==> src/logic/ordc_cfg.svh <==
`ifndef ORDC_CFG_SVH
`define ORDC_CFG_SVH

// Field positions of the rate control word
`define ORDC_COARSE_MSB 15
`define ORDC_COARSE_LSB 13
`define ORDC_TRIM_MSB 10
`define ORDC_TRIM_LSB 0

// Reset value of the rate control word (coarse 000, trim 0)
`define ORDC_CTRL_RESET 16'h0000

// Divider arithmetic
`define ORDC_BASE_MULT 17'h00180
`define ORDC_TRIM_MAX 11'h5FF
`define ORDC_DIV_RESET 17'h00600

// Periods at the old rate before a new setting applies
`define ORDC_SETTLE_PERIODS 5'h10

// Reference crystal rate for nominal output rates, in Hz
`define ORDC_XIN_HZ 24576000

`endif

==> src/logic/ordc_pkg.sv <==
package ordc_pkg;
  // Coarse rate code
  typedef logic [2:0] ordc_code_t;
  // Fine period trim
  typedef logic [10:0] ordc_trim_t;
  // Output period in crystal clock cycles
  typedef logic [16:0] ordc_div_t;
  // Rate control word
  typedef logic [15:0] ordc_word_t;
  // Rate change sequencing
  typedef enum logic {ORDC_RUN, ORDC_SETTLE} ordc_state_t;
endpackage

==> src/logic/ordc_top.sv <==
// Contract
// - Coarse code selects coarse cycle factor
// - Zero trim gives nominal rates at 24.576MHz
// - Trim lengthens period by trim times factor, trim clamped at 5FF
// - Fine cycle factor depends on coarse code
// - Divider is coarse times 384 plus fine times trim
// - New rate applies after 16 old periods
// - Register transfer carries exactly 16 bits
`include "ordc_cfg.svh"

module ordc_top
(
  // Clock and reset
  input wire logic i_clk,
  input wire logic i_resetn,
  // Register write from serial interface
  input wire logic i_wr_valid,
  input wire ordc_pkg::ordc_word_t i_wr_data,
  // Register read back
  output ordc_pkg::ordc_word_t o_rd_data,
  // Converter timing
  output logic o_data_tick,
  output ordc_pkg::ordc_div_t o_period_cycles,
  output logic o_change_pending
);
  import ordc_pkg::*;

  // Register and timing state
  ordc_word_t ctrl_reg;
  ordc_state_t state_reg;
  logic [4:0] settle_reg;
  ordc_div_t div_reg;
  ordc_div_t cnt_reg;
  logic tick_reg;
  // Divider computed from the held control word
  ordc_div_t div_next;
  // Period boundary
  logic period_end;

  // Coarse cycle factor per code
  function automatic logic [7:0] coarse_factor(input ordc_code_t code);
    logic [7:0] f;
    f = 8'h04;
    unique case (code)
      3'h0: f = 8'h04;
      3'h1: f = 8'h80;
      3'h2: f = 8'h40;
      3'h3: f = 8'h20;
      3'h4: f = 8'h10;
      3'h5: f = 8'h08;
      3'h6: f = 8'h02;
      3'h7: f = 8'h01;
    endcase
    return f;
  endfunction

  // Fine cycle factor per code
  function automatic logic [5:0] fine_factor(input ordc_code_t code);
    logic [5:0] f;
    f = 6'h01;
    unique case (code)
      3'h0: f = 6'h01;
      3'h1: f = 6'h20;
      3'h2: f = 6'h10;
      3'h3: f = 6'h08;
      3'h4: f = 6'h04;
      3'h5: f = 6'h02;
      3'h6: f = 6'h01;
      3'h7: f = 6'h01;
    endcase
    return f;
  endfunction

  // Trim codes above the top step add nothing further
  function automatic ordc_trim_t clamp_trim(input ordc_trim_t trim);
    return (trim > `ORDC_TRIM_MAX) ? `ORDC_TRIM_MAX : trim;
  endfunction

  // Divider from a full control word
  function automatic ordc_div_t divider(input ordc_word_t w);
    ordc_code_t code;
    ordc_trim_t trim;
    code = w[`ORDC_COARSE_MSB:`ORDC_COARSE_LSB];
    trim = clamp_trim(w[`ORDC_TRIM_MSB:`ORDC_TRIM_LSB]);
    return ordc_div_t'(coarse_factor(code)) * `ORDC_BASE_MULT
      + ordc_div_t'(fine_factor(code)) * ordc_div_t'(trim);
  endfunction

  // Divider of the most recently written word
  always_comb
  begin
    div_next = divider(ctrl_reg);
  end

  // Last cycle of the running period
  assign period_end = (cnt_reg == div_reg - 17'h00001);

  // Control word; reserved bits are stored as zero
  always_ff @(posedge i_clk or negedge i_resetn)
  begin
    if (!i_resetn)
    begin
      ctrl_reg <= `ORDC_CTRL_RESET;
    end
    else if (i_wr_valid)
    begin
      // Whole 16-bit word in one write
      ctrl_reg <= {i_wr_data[15:13], 2'h0, i_wr_data[10:0]};
    end
  end

  // Read back the held word
  assign o_rd_data = ctrl_reg;

  // Settle sequencing: count old-rate periods after a write
  always_ff @(posedge i_clk or negedge i_resetn)
  begin
    if (!i_resetn)
    begin
      state_reg <= ORDC_RUN;
      settle_reg <= 5'h00;
    end
    else if (i_wr_valid)
    begin
      // A fresh write restarts the wait
      state_reg <= ORDC_SETTLE;
      settle_reg <= 5'h00;
    end
    else if (period_end)
    begin
      unique case (state_reg)
        ORDC_RUN:
        begin
          settle_reg <= 5'h00;
        end
        ORDC_SETTLE:
        begin
          if (settle_reg == `ORDC_SETTLE_PERIODS - 5'h01)
          begin
            state_reg <= ORDC_RUN;
            settle_reg <= 5'h00;
          end
          else
          begin
            settle_reg <= settle_reg + 5'h01;
          end
        end
      endcase
    end
  end

  // Active divider: switches only at the sixteenth boundary
  always_ff @(posedge i_clk or negedge i_resetn)
  begin
    if (!i_resetn)
    begin
      div_reg <= `ORDC_DIV_RESET;
    end
    else if (!i_wr_valid && period_end && state_reg == ORDC_SETTLE
             && settle_reg == `ORDC_SETTLE_PERIODS - 5'h01)
    begin
      div_reg <= div_next;
    end
  end

  // Period counter over crystal clock cycles
  always_ff @(posedge i_clk or negedge i_resetn)
  begin
    if (!i_resetn)
    begin
      cnt_reg <= 17'h00000;
      tick_reg <= 1'b0;
    end
    else
    begin
      // Wrap at the divider; rate is clock over divider
      cnt_reg <= period_end ? 17'h00000 : cnt_reg + 17'h00001;
      tick_reg <= period_end;
    end
  end

  // Outputs from flip-flops
  assign o_data_tick = tick_reg;
  assign o_period_cycles = div_reg;
  assign o_change_pending = (state_reg == ORDC_SETTLE);

  // Checks: coarse factor table drives the zero-trim divider
  AST_COARSE_ZERO_TRIM: assert property (@(posedge i_clk) disable iff (!i_resetn)
    (ctrl_reg[10:0] == 11'h000 && ctrl_reg[15:13] == 3'h1)
      |-> div_next == 17'h0C000)
    else $error("Coarse code 001 does not give 49152 cycles");

  AST_NOMINAL_16K: assert property (@(posedge i_clk) disable iff (!i_resetn)
    (ctrl_reg == 16'h0000) |-> (`ORDC_XIN_HZ / 16000) == int'(div_next))
    else $error("Code 000 does not give 16 ksps");

  AST_NOMINAL_64K: assert property (@(posedge i_clk) disable iff (!i_resetn)
    (ctrl_reg == 16'hE000) |-> (`ORDC_XIN_HZ / 64000) == int'(div_next))
    else $error("Code 111 does not give 64 ksps");

  AST_TRIM_STEP: assert property (@(posedge i_clk) disable iff (!i_resetn)
    (ctrl_reg[15:13] == 3'h1 && ctrl_reg[10:0] == 11'h001) |-> div_next == 17'h0C020)
    else $error("Trim step at code 001 is not 32 cycles");

  AST_FINE_FACTOR: assert property (@(posedge i_clk) disable iff (!i_resetn)
    (ctrl_reg[15:13] == 3'h4 && ctrl_reg[10:0] == 11'h5FF) |-> div_next == 17'h02FFC)
    else $error("Full trim at code 100 is not 12284 cycles");

  AST_PERIOD_SPACING: assert property (@(posedge i_clk) disable iff (!i_resetn)
    cnt_reg < div_reg && (!tick_reg || cnt_reg == 17'h00000))
    else $error("Period counter left its divider range");

  AST_HOLD_OLD_RATE: assert property (@(posedge i_clk) disable iff (!i_resetn)
    (div_reg != $past(div_reg)) |-> ($past(settle_reg) == 5'h0F && $past(period_end)))
    else $error("Divider changed before sixteen old periods");

  AST_WORD_16BIT: assert property (@(posedge i_clk) disable iff (!i_resetn)
    i_wr_valid |=> o_rd_data == {$past(i_wr_data[15:13]), 2'h0, $past(i_wr_data[10:0])})
    else $error("Read back differs from written word");

endmodule

==> config.mk <==
export PLATFORM = sky130hd
export DESIGN_NAME = ordc_top
export DESIGN_NICKNAME = d
export VERILOG_FILES = /design/src/logic/ordc_pkg.sv /design/src/logic/ordc_top.sv
export VERILOG_INCLUDE_DIRS = /design/src /design/src/logic
export SDC_FILE = /design/constraint.sdc
export NUM_CORES = 1
export LEC_CHECK = 0
export BUFFER_PORTS_ARGS = -buffer_cell sky130_fd_sc_hd__buf_2
export CAP_MARGIN = 20
export CORE_MARGIN = 4
export CORE_UTILIZATION = 40
export DETAILED_ROUTE_END_ITERATION = 8
export SETUP_SLACK_MARGIN = 0.1
export SLEW_MARGIN = 20
export SYNTH_ARGS = -nofsm -noshare
export SYNTH_HDL_FRONTEND = slang
export SYNTH_SLANG_ARGS = --single-unit
==> constraint.sdc <==
create_clock -name i_clk -period 7.2 [get_ports i_clk]
set_input_delay 0.36 -clock i_clk [delete_from_list [all_inputs] [get_ports i_clk]]
set_output_delay 0.36 -clock i_clk [all_outputs]
set_load 0.1 [all_outputs]
==> run_summary.xml, run 1 <==
<?xml version="1.0" encoding="UTF-8"?>
<metrics>
  <group name="cells_and_area">
    <metric name="area_growth_syn_to_layout" unit="%">9.751</metric>
    <metric name="most_common_library_cell_in_the_layout_ignoring_fill_and_taps" unit="">sky130_fd_sc_hd__nor2_1</metric>
    <metric name="num-nets-final" unit="">745</metric>
    <metric name="final_core_utilization" unit="%">45.54</metric>
    <metric name="insertedDiodeCount" unit="">0</metric>
    <metric name="mostFrequentLayoutCells" unit="">sky130_fd_sc_hd__nor2_1, sky130_fd_sc_hd__inv_1, sky130_fd_sc_hd__dfrtp_1, sky130_fd_sc_hd__buf_2, sky130_fd_sc_hd__fa_1</metric>
    <metric name="final_layout_size_suffix_gt1_share" unit="%">16.77</metric>
  </group>
  <group name="clocking">
    <metric name="worst_setup_hold_path_clk_slew" unit="ns">0.08</metric>
    <metric name="cts.root.buffer_cell" unit="">sky130_fd_sc_hd__clkbuf_16</metric>
    <metric name="h-tree-depth" unit="">2</metric>
    <metric name="max-clock-path-buffers" unit="">2</metric>
    <metric name="cts_hold_buffers" unit="">0</metric>
    <metric name="cts_setup_buffers" unit="">0</metric>
    <metric name="cts-buffers-inserted" unit="">5</metric>
    <metric name="clock_tree_from_tritoncts" unit="">done</metric>
    <metric name="cts_num_sinks" unit="">55</metric>
    <metric name="ctsResizeCount" unit="">0</metric>
    <metric name="clock_latency" unit="ns">0.30</metric>
  </group>
  <group name="critical_path">
    <metric name="critical_path.cell_chain" unit="">and2_0 &gt; nor2_1 &gt; or2_2 &gt; fa_1 &gt; inv_1 &gt; ha_1 &gt; inv_1 &gt; fa_1 &gt; inv_1 &gt; ha_1 &gt; ha_1 &gt; fa_1 &gt; a211oi_1 &gt; o21ai_0 &gt; nand2_1 &gt; o21ai_0 &gt; o41ai_1 &gt; xnor2_1 &gt; mux2_4</metric>
    <metric name="setup.worst_path.class" unit="">register to register</metric>
    <metric name="cpPeakStageDelay" unit="ns">0.75</metric>
    <metric name="cp-start-kind" unit="">register</metric>
    <metric name="crit_required" unit="ns">7.39</metric>
    <metric name="timing.critical_path.to_type" unit="">register</metric>
    <metric name="crit_path_max_fanout" unit="">23</metric>
    <metric name="crit_slowest_cell" unit="">sky130_fd_sc_hd__and2_0</metric>
    <metric name="worst_ep_arrival_time" unit="ns">6.11</metric>
  </group>
  <group name="synth">
    <metric name="synth.yosys.seq_area_share" unit="%">24.70</metric>
    <metric name="syn_avg_cell_area" unit="um2">9.195</metric>
    <metric name="synth-edff-count" unit="">0</metric>
    <metric name="netlist_instances" unit="">607</metric>
    <metric name="synth.ff_latch_count" unit="">55</metric>
    <metric name="synth-warning-count" unit="">0</metric>
    <metric name="postSynth.topFlopCell" unit="">sky130_fd_sc_hd__dfrtp_1</metric>
    <metric name="synth.cell_area" unit="um2">5582</metric>
    <metric name="postSynth.asyncResetShare" unit="%">100.0</metric>
    <metric name="synthDistinctLibCells" unit="">59</metric>
  </group>
  <group name="floorplan">
    <metric name="coreArea" unit="um2">13450</metric>
    <metric name="top_level_ports" unit="">54</metric>
    <metric name="fp.dieH" unit="um">126.1</metric>
    <metric name="dieWidth" unit="um">126.1</metric>
    <metric name="initial_core_util" unit="%">41.49</metric>
    <metric name="floorplan.rows" unit="">42</metric>
    <metric name="die_area" unit="um2">15910</metric>
  </group>
  <group name="sta">
    <metric name="slew_viol_final" unit="">0</metric>
    <metric name="worstMarginPinSlew" unit="ns">0.8899</metric>
    <metric name="setup_viol" unit="">0</metric>
    <metric name="post-route-min-period" unit="ns">5.912</metric>
    <metric name="post-route-period-util" unit="%">82.11</metric>
    <metric name="rsz0062_at_grt" unit="">no</metric>
    <metric name="final_worst_clock_skew" unit="ns">0.007533</metric>
    <metric name="hold_viol_final" unit="">0</metric>
    <metric name="hold-worst-slack" unit="ns">0.1952</metric>
    <metric name="setup_total_negative_slack" unit="ns">0</metric>
    <metric name="max_slew_margin" unit="%">40.64</metric>
    <metric name="clock.fmax" unit="MHz">169.2</metric>
    <metric name="fin_ws" unit="ns">1.288</metric>
  </group>
  <group name="drt">
    <metric name="post_drt_wl_per_cell" unit="um">14.88</metric>
    <metric name="drtIter0Drc" unit="">255</metric>
    <metric name="ant_nets_after_route" unit="">0</metric>
    <metric name="drc" unit="">0</metric>
    <metric name="route.vias.total" unit="">4313</metric>
    <metric name="drt_via_density" unit="">5.260</metric>
    <metric name="drt_pre_antenna_iters" unit="">4</metric>
    <metric name="totalWireLength" unit="um">12200</metric>
  </group>
  <group name="power_and_ir_drop">
    <metric name="leakage" unit="nW">2.961</metric>
    <metric name="p_per_area" unit="nW/um2">178.8</metric>
    <metric name="irDropWorstVdd" unit="mV">0.1071</metric>
  </group>
  <group name="global_route">
    <metric name="grt.total_usage" unit="%">16.31</metric>
    <metric name="grt_pass1_wl" unit="um">21830</metric>
    <metric name="overflow" unit="">0</metric>
    <metric name="via_count_of_the_first_global_routing_pass" unit="">4560</metric>
    <metric name="grt_start_max_net_pins" unit="">56</metric>
    <metric name="number_of_antenna_violations_at_the_first_check_in_global_routing" unit="">0</metric>
  </group>
  <group name="placed_design">
    <metric name="preCtsSetupSlack" unit="ns">1.402</metric>
    <metric name="gp_routability_congestion" unit="">0.8783</metric>
    <metric name="buffer_ports.inserted" unit="">49</metric>
    <metric name="hpwl_after_detailed_placement" unit="um">9520</metric>
  </group>
  <group name="worst_hold_path">
    <metric name="hold_path_class" unit="">input pin to asynchronous set/reset pin</metric>
  </group>
  <group name="job">
    <metric name="max-cap-violations" unit="">0</metric>
  </group>
  <group name="run_status">
    <metric name="status" unit="">finished clean</metric>
  </group>
</metrics>
==> layout make-up <==
cell class,instances,area [um2]
fill,1328,7327
clock buffer,5,125.1
timing repair buffer,53,275.3
sequential,55,1379
tap,176,220.2
clock inverter,3,27.53
multi-input combinational,460,3844
inverter,68,255.2
==> final timing paths <==
check	to	from	cells past startpoint	slack, ns
max	o_period_cycles[16]$_DFFE_PN0P_	o_rd_data[10]$_DFFE_PN0P_	19	1.29
max reg2reg	o_period_cycles[16]$_DFFE_PN0P_	o_rd_data[10]$_DFFE_PN0P_	19	1.29
min in group i_clk	o_rd_data[13]$_DFFE_PN0P_	i_wr_data[13]	2	0.28
min	o_rd_data[8]$_DFFE_PN0P_	i_resetn	2	0.20
max in group asynchronous	cnt_reg[10]$_DFF_PN0_	i_resetn	2	6.50
min reg2reg	settle_reg[4]$_DFFE_PN0P_	settle_reg[4]$_DFFE_PN0P_	2	0.51
==> synthesized netlist by cell type (all sizes together) (5+ instances only) <==
master	number	share of area, %
fa	46	16
nor4	5	1.1
o211ai	5	0.67
ha	37	8.3
xor2	27	4.2
nor2b	8	0.90
nand3	14	1.3
or4	5	0.81
mux2	30	6.7
xnor2	28	4.4
nor3	12	1.1
nand4	9	1.0
inv	67	4.5
clkbuf	19	1.3
nor2	92	6.2
o21ai	29	2.6
a21oi	15	1.3
and3	7	0.78
and2	6	0.67
or2	6	0.67
nand2	27	1.8
buf	6	0.83
dfrtp	53	24
mux2i	5	0.90
==> logic make-up after synthesis <==
family / synth area share [%]
and+or+nand+nor: 18.40
buffers and inverters: 6.702
adders and majority gates: 24.79
AOI/OAI and AO/OA: 9.146
xor gates and xnor gates: 8.630
DFF: 24.70
muxes: 7.554
other: 0.06718
==> through the flow <==
| step | total power [mW] | cells | area (um2) |
|---|---|---|---|
| after global routing | 1.200 | 820 | 6126 |
| after global placement | 0.8365 | 812 | 5967 |
| after floorplan | 0.7413 | 608 | 5585 |
| final | 1.096 | 820 | 6126 |
| after detailed placement | 0.8445 | 812 | 5973 |
| after CTS | 1.116 | 820 | 6126 |
==> per-layer routing <==
layer	part of all wire (%)	wire (um)	track usage, %	vias up
li1	-	-	-	2092
met1	48	5847	22.81	2134
met2	47	5772	26.64	71
met3	3.4	409	2.413	16
met4	1.4	171	4.227	0
met5	0	0	0	-
==> where the power goes <==
group          switching (mW)  leakage [nW]  total [mW]  internal, mW
sequential             0.0139         0.704       0.330         0.316
combinational           0.315          2.18       0.503         0.188
clock                   0.129        0.0723       0.262         0.133
==> worst max-delay path, delay by kind of cell (launching register included) <==
family	cells	cell delay [ns]
AOI/OAI and AO/OA	4	1.07
xor gates and xnor gates	1	0.11
adders and majority gates	6	2.25
buffers and inverters	3	0.13
DFF	1	0.50
muxes	1	0.26
and+or+nand+nor	4	1.46
No activity file was read; power rests on OpenSTA's default activity.
==> run 2: changes to the inputs <==
- ABC_AREA: unset -> 1
- clock period: 7.2 -> 5.7 ns (I/O delays scaled with it)
==> run 2 against run 1 <==
Cell area grew 3.0%; routed wire length up 5.6%; combinational power is 0.8% lower; clock power rose by 23%; worst setup slack got worse by 0.70 ns; non-clock buffer count increased by 4; hold slack got worse by 0.082 ns; synthesized area grew 2.5%; global-route usage increased by 1.1 points; first-iteration DRC count up 5.9%; via count increased by 10%; sequential power up 24%.
==> run_summary.xml, run 2 <==
<?xml version="1.0" encoding="UTF-8"?>
<metrics>
  <group name="run_status">
    <metric name="status" unit="">finished clean</metric>
  </group>
  <group name="clocking">
    <metric name="cts.root.buffer_cell" unit="">sky130_fd_sc_hd__clkbuf_16</metric>
    <metric name="cts-buffers-inserted" unit="">5</metric>
    <metric name="worst_setup_hold_path_clk_slew" unit="ns">0.07</metric>
    <metric name="clock_latency" unit="ns">0.31</metric>
    <metric name="h-tree-depth" unit="">2</metric>
    <metric name="cts_setup_buffers" unit="">0</metric>
    <metric name="cts_num_sinks" unit="">55</metric>
    <metric name="max-clock-path-buffers" unit="">2</metric>
    <metric name="clock_tree_from_tritoncts" unit="">done</metric>
  </group>
  <group name="cells_and_area">
    <metric name="layout.filler_cells" unit="">1421</metric>
    <metric name="mostFrequentLayoutCells" unit="">sky130_fd_sc_hd__nand2_1, sky130_fd_sc_hd__inv_1, sky130_fd_sc_hd__nor2_1, sky130_fd_sc_hd__dfrtp_1, sky130_fd_sc_hd__nand3_1</metric>
    <metric name="final_layout_size_suffix_gt1_share" unit="%">11.50</metric>
    <metric name="insertedDiodeCount" unit="">0</metric>
    <metric name="area_growth_syn_to_layout" unit="%">10.28</metric>
    <metric name="finalInstanceArea" unit="um2">6310</metric>
    <metric name="most_common_library_cell_in_the_layout_ignoring_fill_and_taps" unit="">sky130_fd_sc_hd__nand2_1</metric>
    <metric name="finalNonFillerCells" unit="">1006</metric>
    <metric name="num-nets-final" unit="">927</metric>
    <metric name="final_core_utilization" unit="%">45.28</metric>
  </group>
  <group name="global_route">
    <metric name="grt.total_usage" unit="%">17.39</metric>
    <metric name="overflow" unit="">0</metric>
    <metric name="grt_start_max_net_pins" unit="">56</metric>
    <metric name="number_of_antenna_violations_at_the_first_check_in_global_routing" unit="">0</metric>
    <metric name="via_count_of_the_first_global_routing_pass" unit="">4883</metric>
    <metric name="grt_pass1_wl" unit="um">23320</metric>
  </group>
  <group name="sta">
    <metric name="hold-worst-slack" unit="ns">0.1128</metric>
    <metric name="rsz0062_at_grt" unit="">no</metric>
    <metric name="setup_viol" unit="">0</metric>
    <metric name="max_slew_margin" unit="%">51.00</metric>
    <metric name="hold_viol_final" unit="">0</metric>
    <metric name="post-route-min-period" unit="ns">5.107</metric>
    <metric name="clock.fmax" unit="MHz">195.8</metric>
    <metric name="worstMarginPinSlew" unit="ns">0.7351</metric>
    <metric name="slew_viol_final" unit="">0</metric>
    <metric name="fin_ws" unit="ns">0.5928</metric>
    <metric name="setup_total_negative_slack" unit="ns">0</metric>
    <metric name="final_worst_clock_skew" unit="ns">0.01266</metric>
    <metric name="post-route-period-util" unit="%">89.60</metric>
  </group>
  <group name="synth">
    <metric name="postSynth.asyncResetShare" unit="%">100.0</metric>
    <metric name="synth.cell_area" unit="um2">5722</metric>
    <metric name="syn_avg_cell_area" unit="um2">7.373</metric>
    <metric name="synth-edff-count" unit="">0</metric>
    <metric name="netlist.top_cell.by_area" unit="">sky130_fd_sc_hd__dfrtp_1</metric>
    <metric name="cell_types_with_the_largest_area_share_after_synthesis" unit="">sky130_fd_sc_hd__dfrtp_1, sky130_fd_sc_hd__fa_1, sky130_fd_sc_hd__nand2_1, sky130_fd_sc_hd__inv_1, sky130_fd_sc_hd__ha_1</metric>
    <metric name="synth.yosys.seq_area_share" unit="%">24.10</metric>
    <metric name="synth_top_cell_area_share" unit="%">23.18</metric>
    <metric name="synth-warning-count" unit="">0</metric>
    <metric name="yosysMostFrequentCell" unit="">sky130_fd_sc_hd__nand2_1</metric>
    <metric name="synthDistinctLibCells" unit="">37</metric>
    <metric name="synth.ff_latch_count" unit="">55</metric>
    <metric name="netlist_instances" unit="">776</metric>
    <metric name="ys_top_cells_by_count" unit="">sky130_fd_sc_hd__nand2_1, sky130_fd_sc_hd__inv_1, sky130_fd_sc_hd__nor2_1</metric>
    <metric name="postSynth.topFlopCell" unit="">sky130_fd_sc_hd__dfrtp_1</metric>
  </group>
  <group name="floorplan">
    <metric name="dieWidth" unit="um">127.6</metric>
    <metric name="floorplan.rows" unit="">43</metric>
    <metric name="top_level_ports" unit="">54</metric>
    <metric name="coreArea" unit="um2">13930</metric>
    <metric name="initial_core_util" unit="%">41.06</metric>
    <metric name="fp.dieH" unit="um">127.6</metric>
    <metric name="die_area" unit="um2">16280</metric>
  </group>
  <group name="drt">
    <metric name="route.vias.total" unit="">4759</metric>
    <metric name="drc" unit="">0</metric>
    <metric name="post_drt_wl_per_cell" unit="um">12.81</metric>
    <metric name="drt_via_density" unit="">4.731</metric>
    <metric name="drtIter0Drc" unit="">270</metric>
    <metric name="ant_nets_after_route" unit="">0</metric>
    <metric name="drt_pre_antenna_iters" unit="">4</metric>
    <metric name="totalWireLength" unit="um">12880</metric>
  </group>
  <group name="power_and_ir_drop">
    <metric name="post-layout-total-power" unit="mW">1.229</metric>
    <metric name="intPower" unit="mW">0.7275</metric>
    <metric name="p_comb_share" unit="%">40.6</metric>
    <metric name="net-switching-power" unit="mW">0.5015</metric>
    <metric name="switching_part_of_the_total" unit="%">40.80</metric>
    <metric name="irDropWorstVdd" unit="mV">0.1629</metric>
    <metric name="sequentialPowerShare" unit="%">33.3</metric>
    <metric name="p_per_area" unit="nW/um2">194.8</metric>
    <metric name="leakage" unit="nW">3.468</metric>
    <metric name="power.clock.fraction" unit="%">26.1</metric>
  </group>
  <group name="critical_path">
    <metric name="r2r_end" unit="">o_period_cycles[14]$_DFFE_PN0P_</metric>
    <metric name="worst_ep_arrival_time" unit="ns">5.29</metric>
    <metric name="setup.worst_path.class" unit="">register to register</metric>
    <metric name="worst-r2r-cell-count" unit="">17</metric>
    <metric name="regToRegStartpoint" unit="">o_rd_data[10]$_DFFE_PN0P_</metric>
    <metric name="reg2reg_slack" unit="ns">0.59</metric>
    <metric name="crit_path_max_fanout" unit="">12</metric>
    <metric name="cp-start-kind" unit="">register</metric>
    <metric name="crit_required" unit="ns">5.89</metric>
    <metric name="timing.critical_path.to_type" unit="">register</metric>
  </group>
  <group name="placed_design">
    <metric name="gp_routability_congestion" unit="">0.8808</metric>
    <metric name="post_dp_cell_area" unit="um2">6162</metric>
    <metric name="hpwl_after_detailed_placement" unit="um">10480</metric>
    <metric name="preCtsSetupSlack" unit="ns">0.4677</metric>
    <metric name="post-place-cells" unit="">998</metric>
    <metric name="buffer_ports.inserted" unit="">49</metric>
  </group>
  <group name="job">
    <metric name="max-cap-violations" unit="">0</metric>
  </group>
  <group name="worst_hold_path">
    <metric name="hold_path_class" unit="">input pin to asynchronous set/reset pin</metric>
  </group>
</metrics>
==> run 2: area by class of cell <==
class,count,area (um2),share of cell area [%]
Timing Repair Buffer,57,305.3,4.838
Clock buffer,5,125.1,1.983
Tap cell,180,225.2,3.569
Clock inverter,3,22.52,0.3569
Sequential cell,55,1379,21.85
Multi-Input combinational cell,558,3697,58.60
Inverter,148,555.5,8.804
==> run 2: how the worst max path moves through the flow <==
stage	start	endpoint	slack [ns]	depth (start not counted)
after detailed placement	o_rd_data[13]$_DFFE_PN0P_	o_period_cycles[14]$_DFFE_PN0P_	0.47	19
after floorplan	o_rd_data[13]$_DFFE_PN0P_	o_period_cycles[14]$_DFFE_PN0P_	0.18	19
after global placement	o_rd_data[13]$_DFFE_PN0P_	o_period_cycles[14]$_DFFE_PN0P_	0.52	19
after global routing	o_rd_data[10]$_DFFE_PN0P_	o_period_cycles[14]$_DFFE_PN0P_	0.24	17
after CTS	o_rd_data[13]$_DFFE_PN0P_	o_period_cycles[14]$_DFFE_PN0P_	0.45	19
final	o_rd_data[10]$_DFFE_PN0P_	o_period_cycles[14]$_DFFE_PN0P_	0.59	17
==> run 2: kinds of logic (layout without fill, tap and decap cells) <==
group,Yosys count,in the layout,share of synthesized area (%)
buffers and inverters,164,213,11.39
adders and majority gates,83,83,24.19
DFF,55,55,24.10
xor gates and xnor gates,40,40,6.123
and+or+nand+nor,384,384,29.02
AOI/OAI and AO/OA,49,49,5.117
other,1,2,0.06554
==> run 2: timing repair <==
action,4_1_cts,5_1_grt
endpoints found under the setup margin,0,4
gates resized for setup,0,1
hold buffers,0,0
==> run 2: critical path, cell delays in order, from the launching register on <==
cell	delay (ns)
sky130_fd_sc_hd__dfrtp_1	0.45
sky130_fd_sc_hd__nand2_1	0.09
sky130_fd_sc_hd__inv_1	0.13
sky130_fd_sc_hd__nor2_1	0.45
sky130_fd_sc_hd__nor2_1	0.14
sky130_fd_sc_hd__fa_1	0.53
sky130_fd_sc_hd__fa_1	0.53
sky130_fd_sc_hd__fa_1	0.55
sky130_fd_sc_hd__inv_1	0.05
sky130_fd_sc_hd__fa_1	0.52
sky130_fd_sc_hd__inv_1	0.04
sky130_fd_sc_hd__ha_1	0.34
sky130_fd_sc_hd__a21oi_1	0.19
sky130_fd_sc_hd__a21boi_0	0.29
sky130_fd_sc_hd__o21ai_0	0.21
sky130_fd_sc_hd__a21oi_1	0.19
sky130_fd_sc_hd__xor2_1	0.19
sky130_fd_sc_hd__o21ai_2	0.07
==> run 2: metal layers <==
metal  vias to the layer above  share of wire, %  GRT usage [%]
met5                         -                 0              0
met4                         0               1.6          4.806
met3                        16               4.4          2.634
met2                        86                46          29.14
met1                      2201                48          23.53
li1                       2456                 -              -
==> run 2: power groups by stage <==
stage | combinational (mW) | clock [mW] | sequential, mW
6_report | 0.499 | 0.321 | 0.409
5_1_grt | 0.583 | 0.345 | 0.411
4_1_cts | 0.509 | 0.334 | 0.409
3_5_place_dp | 0.505 | 0 | 0.417
3_3_place_gp | 0.503 | 0 | 0.417
2_1_floorplan | 0.333 | 0 | 0.480
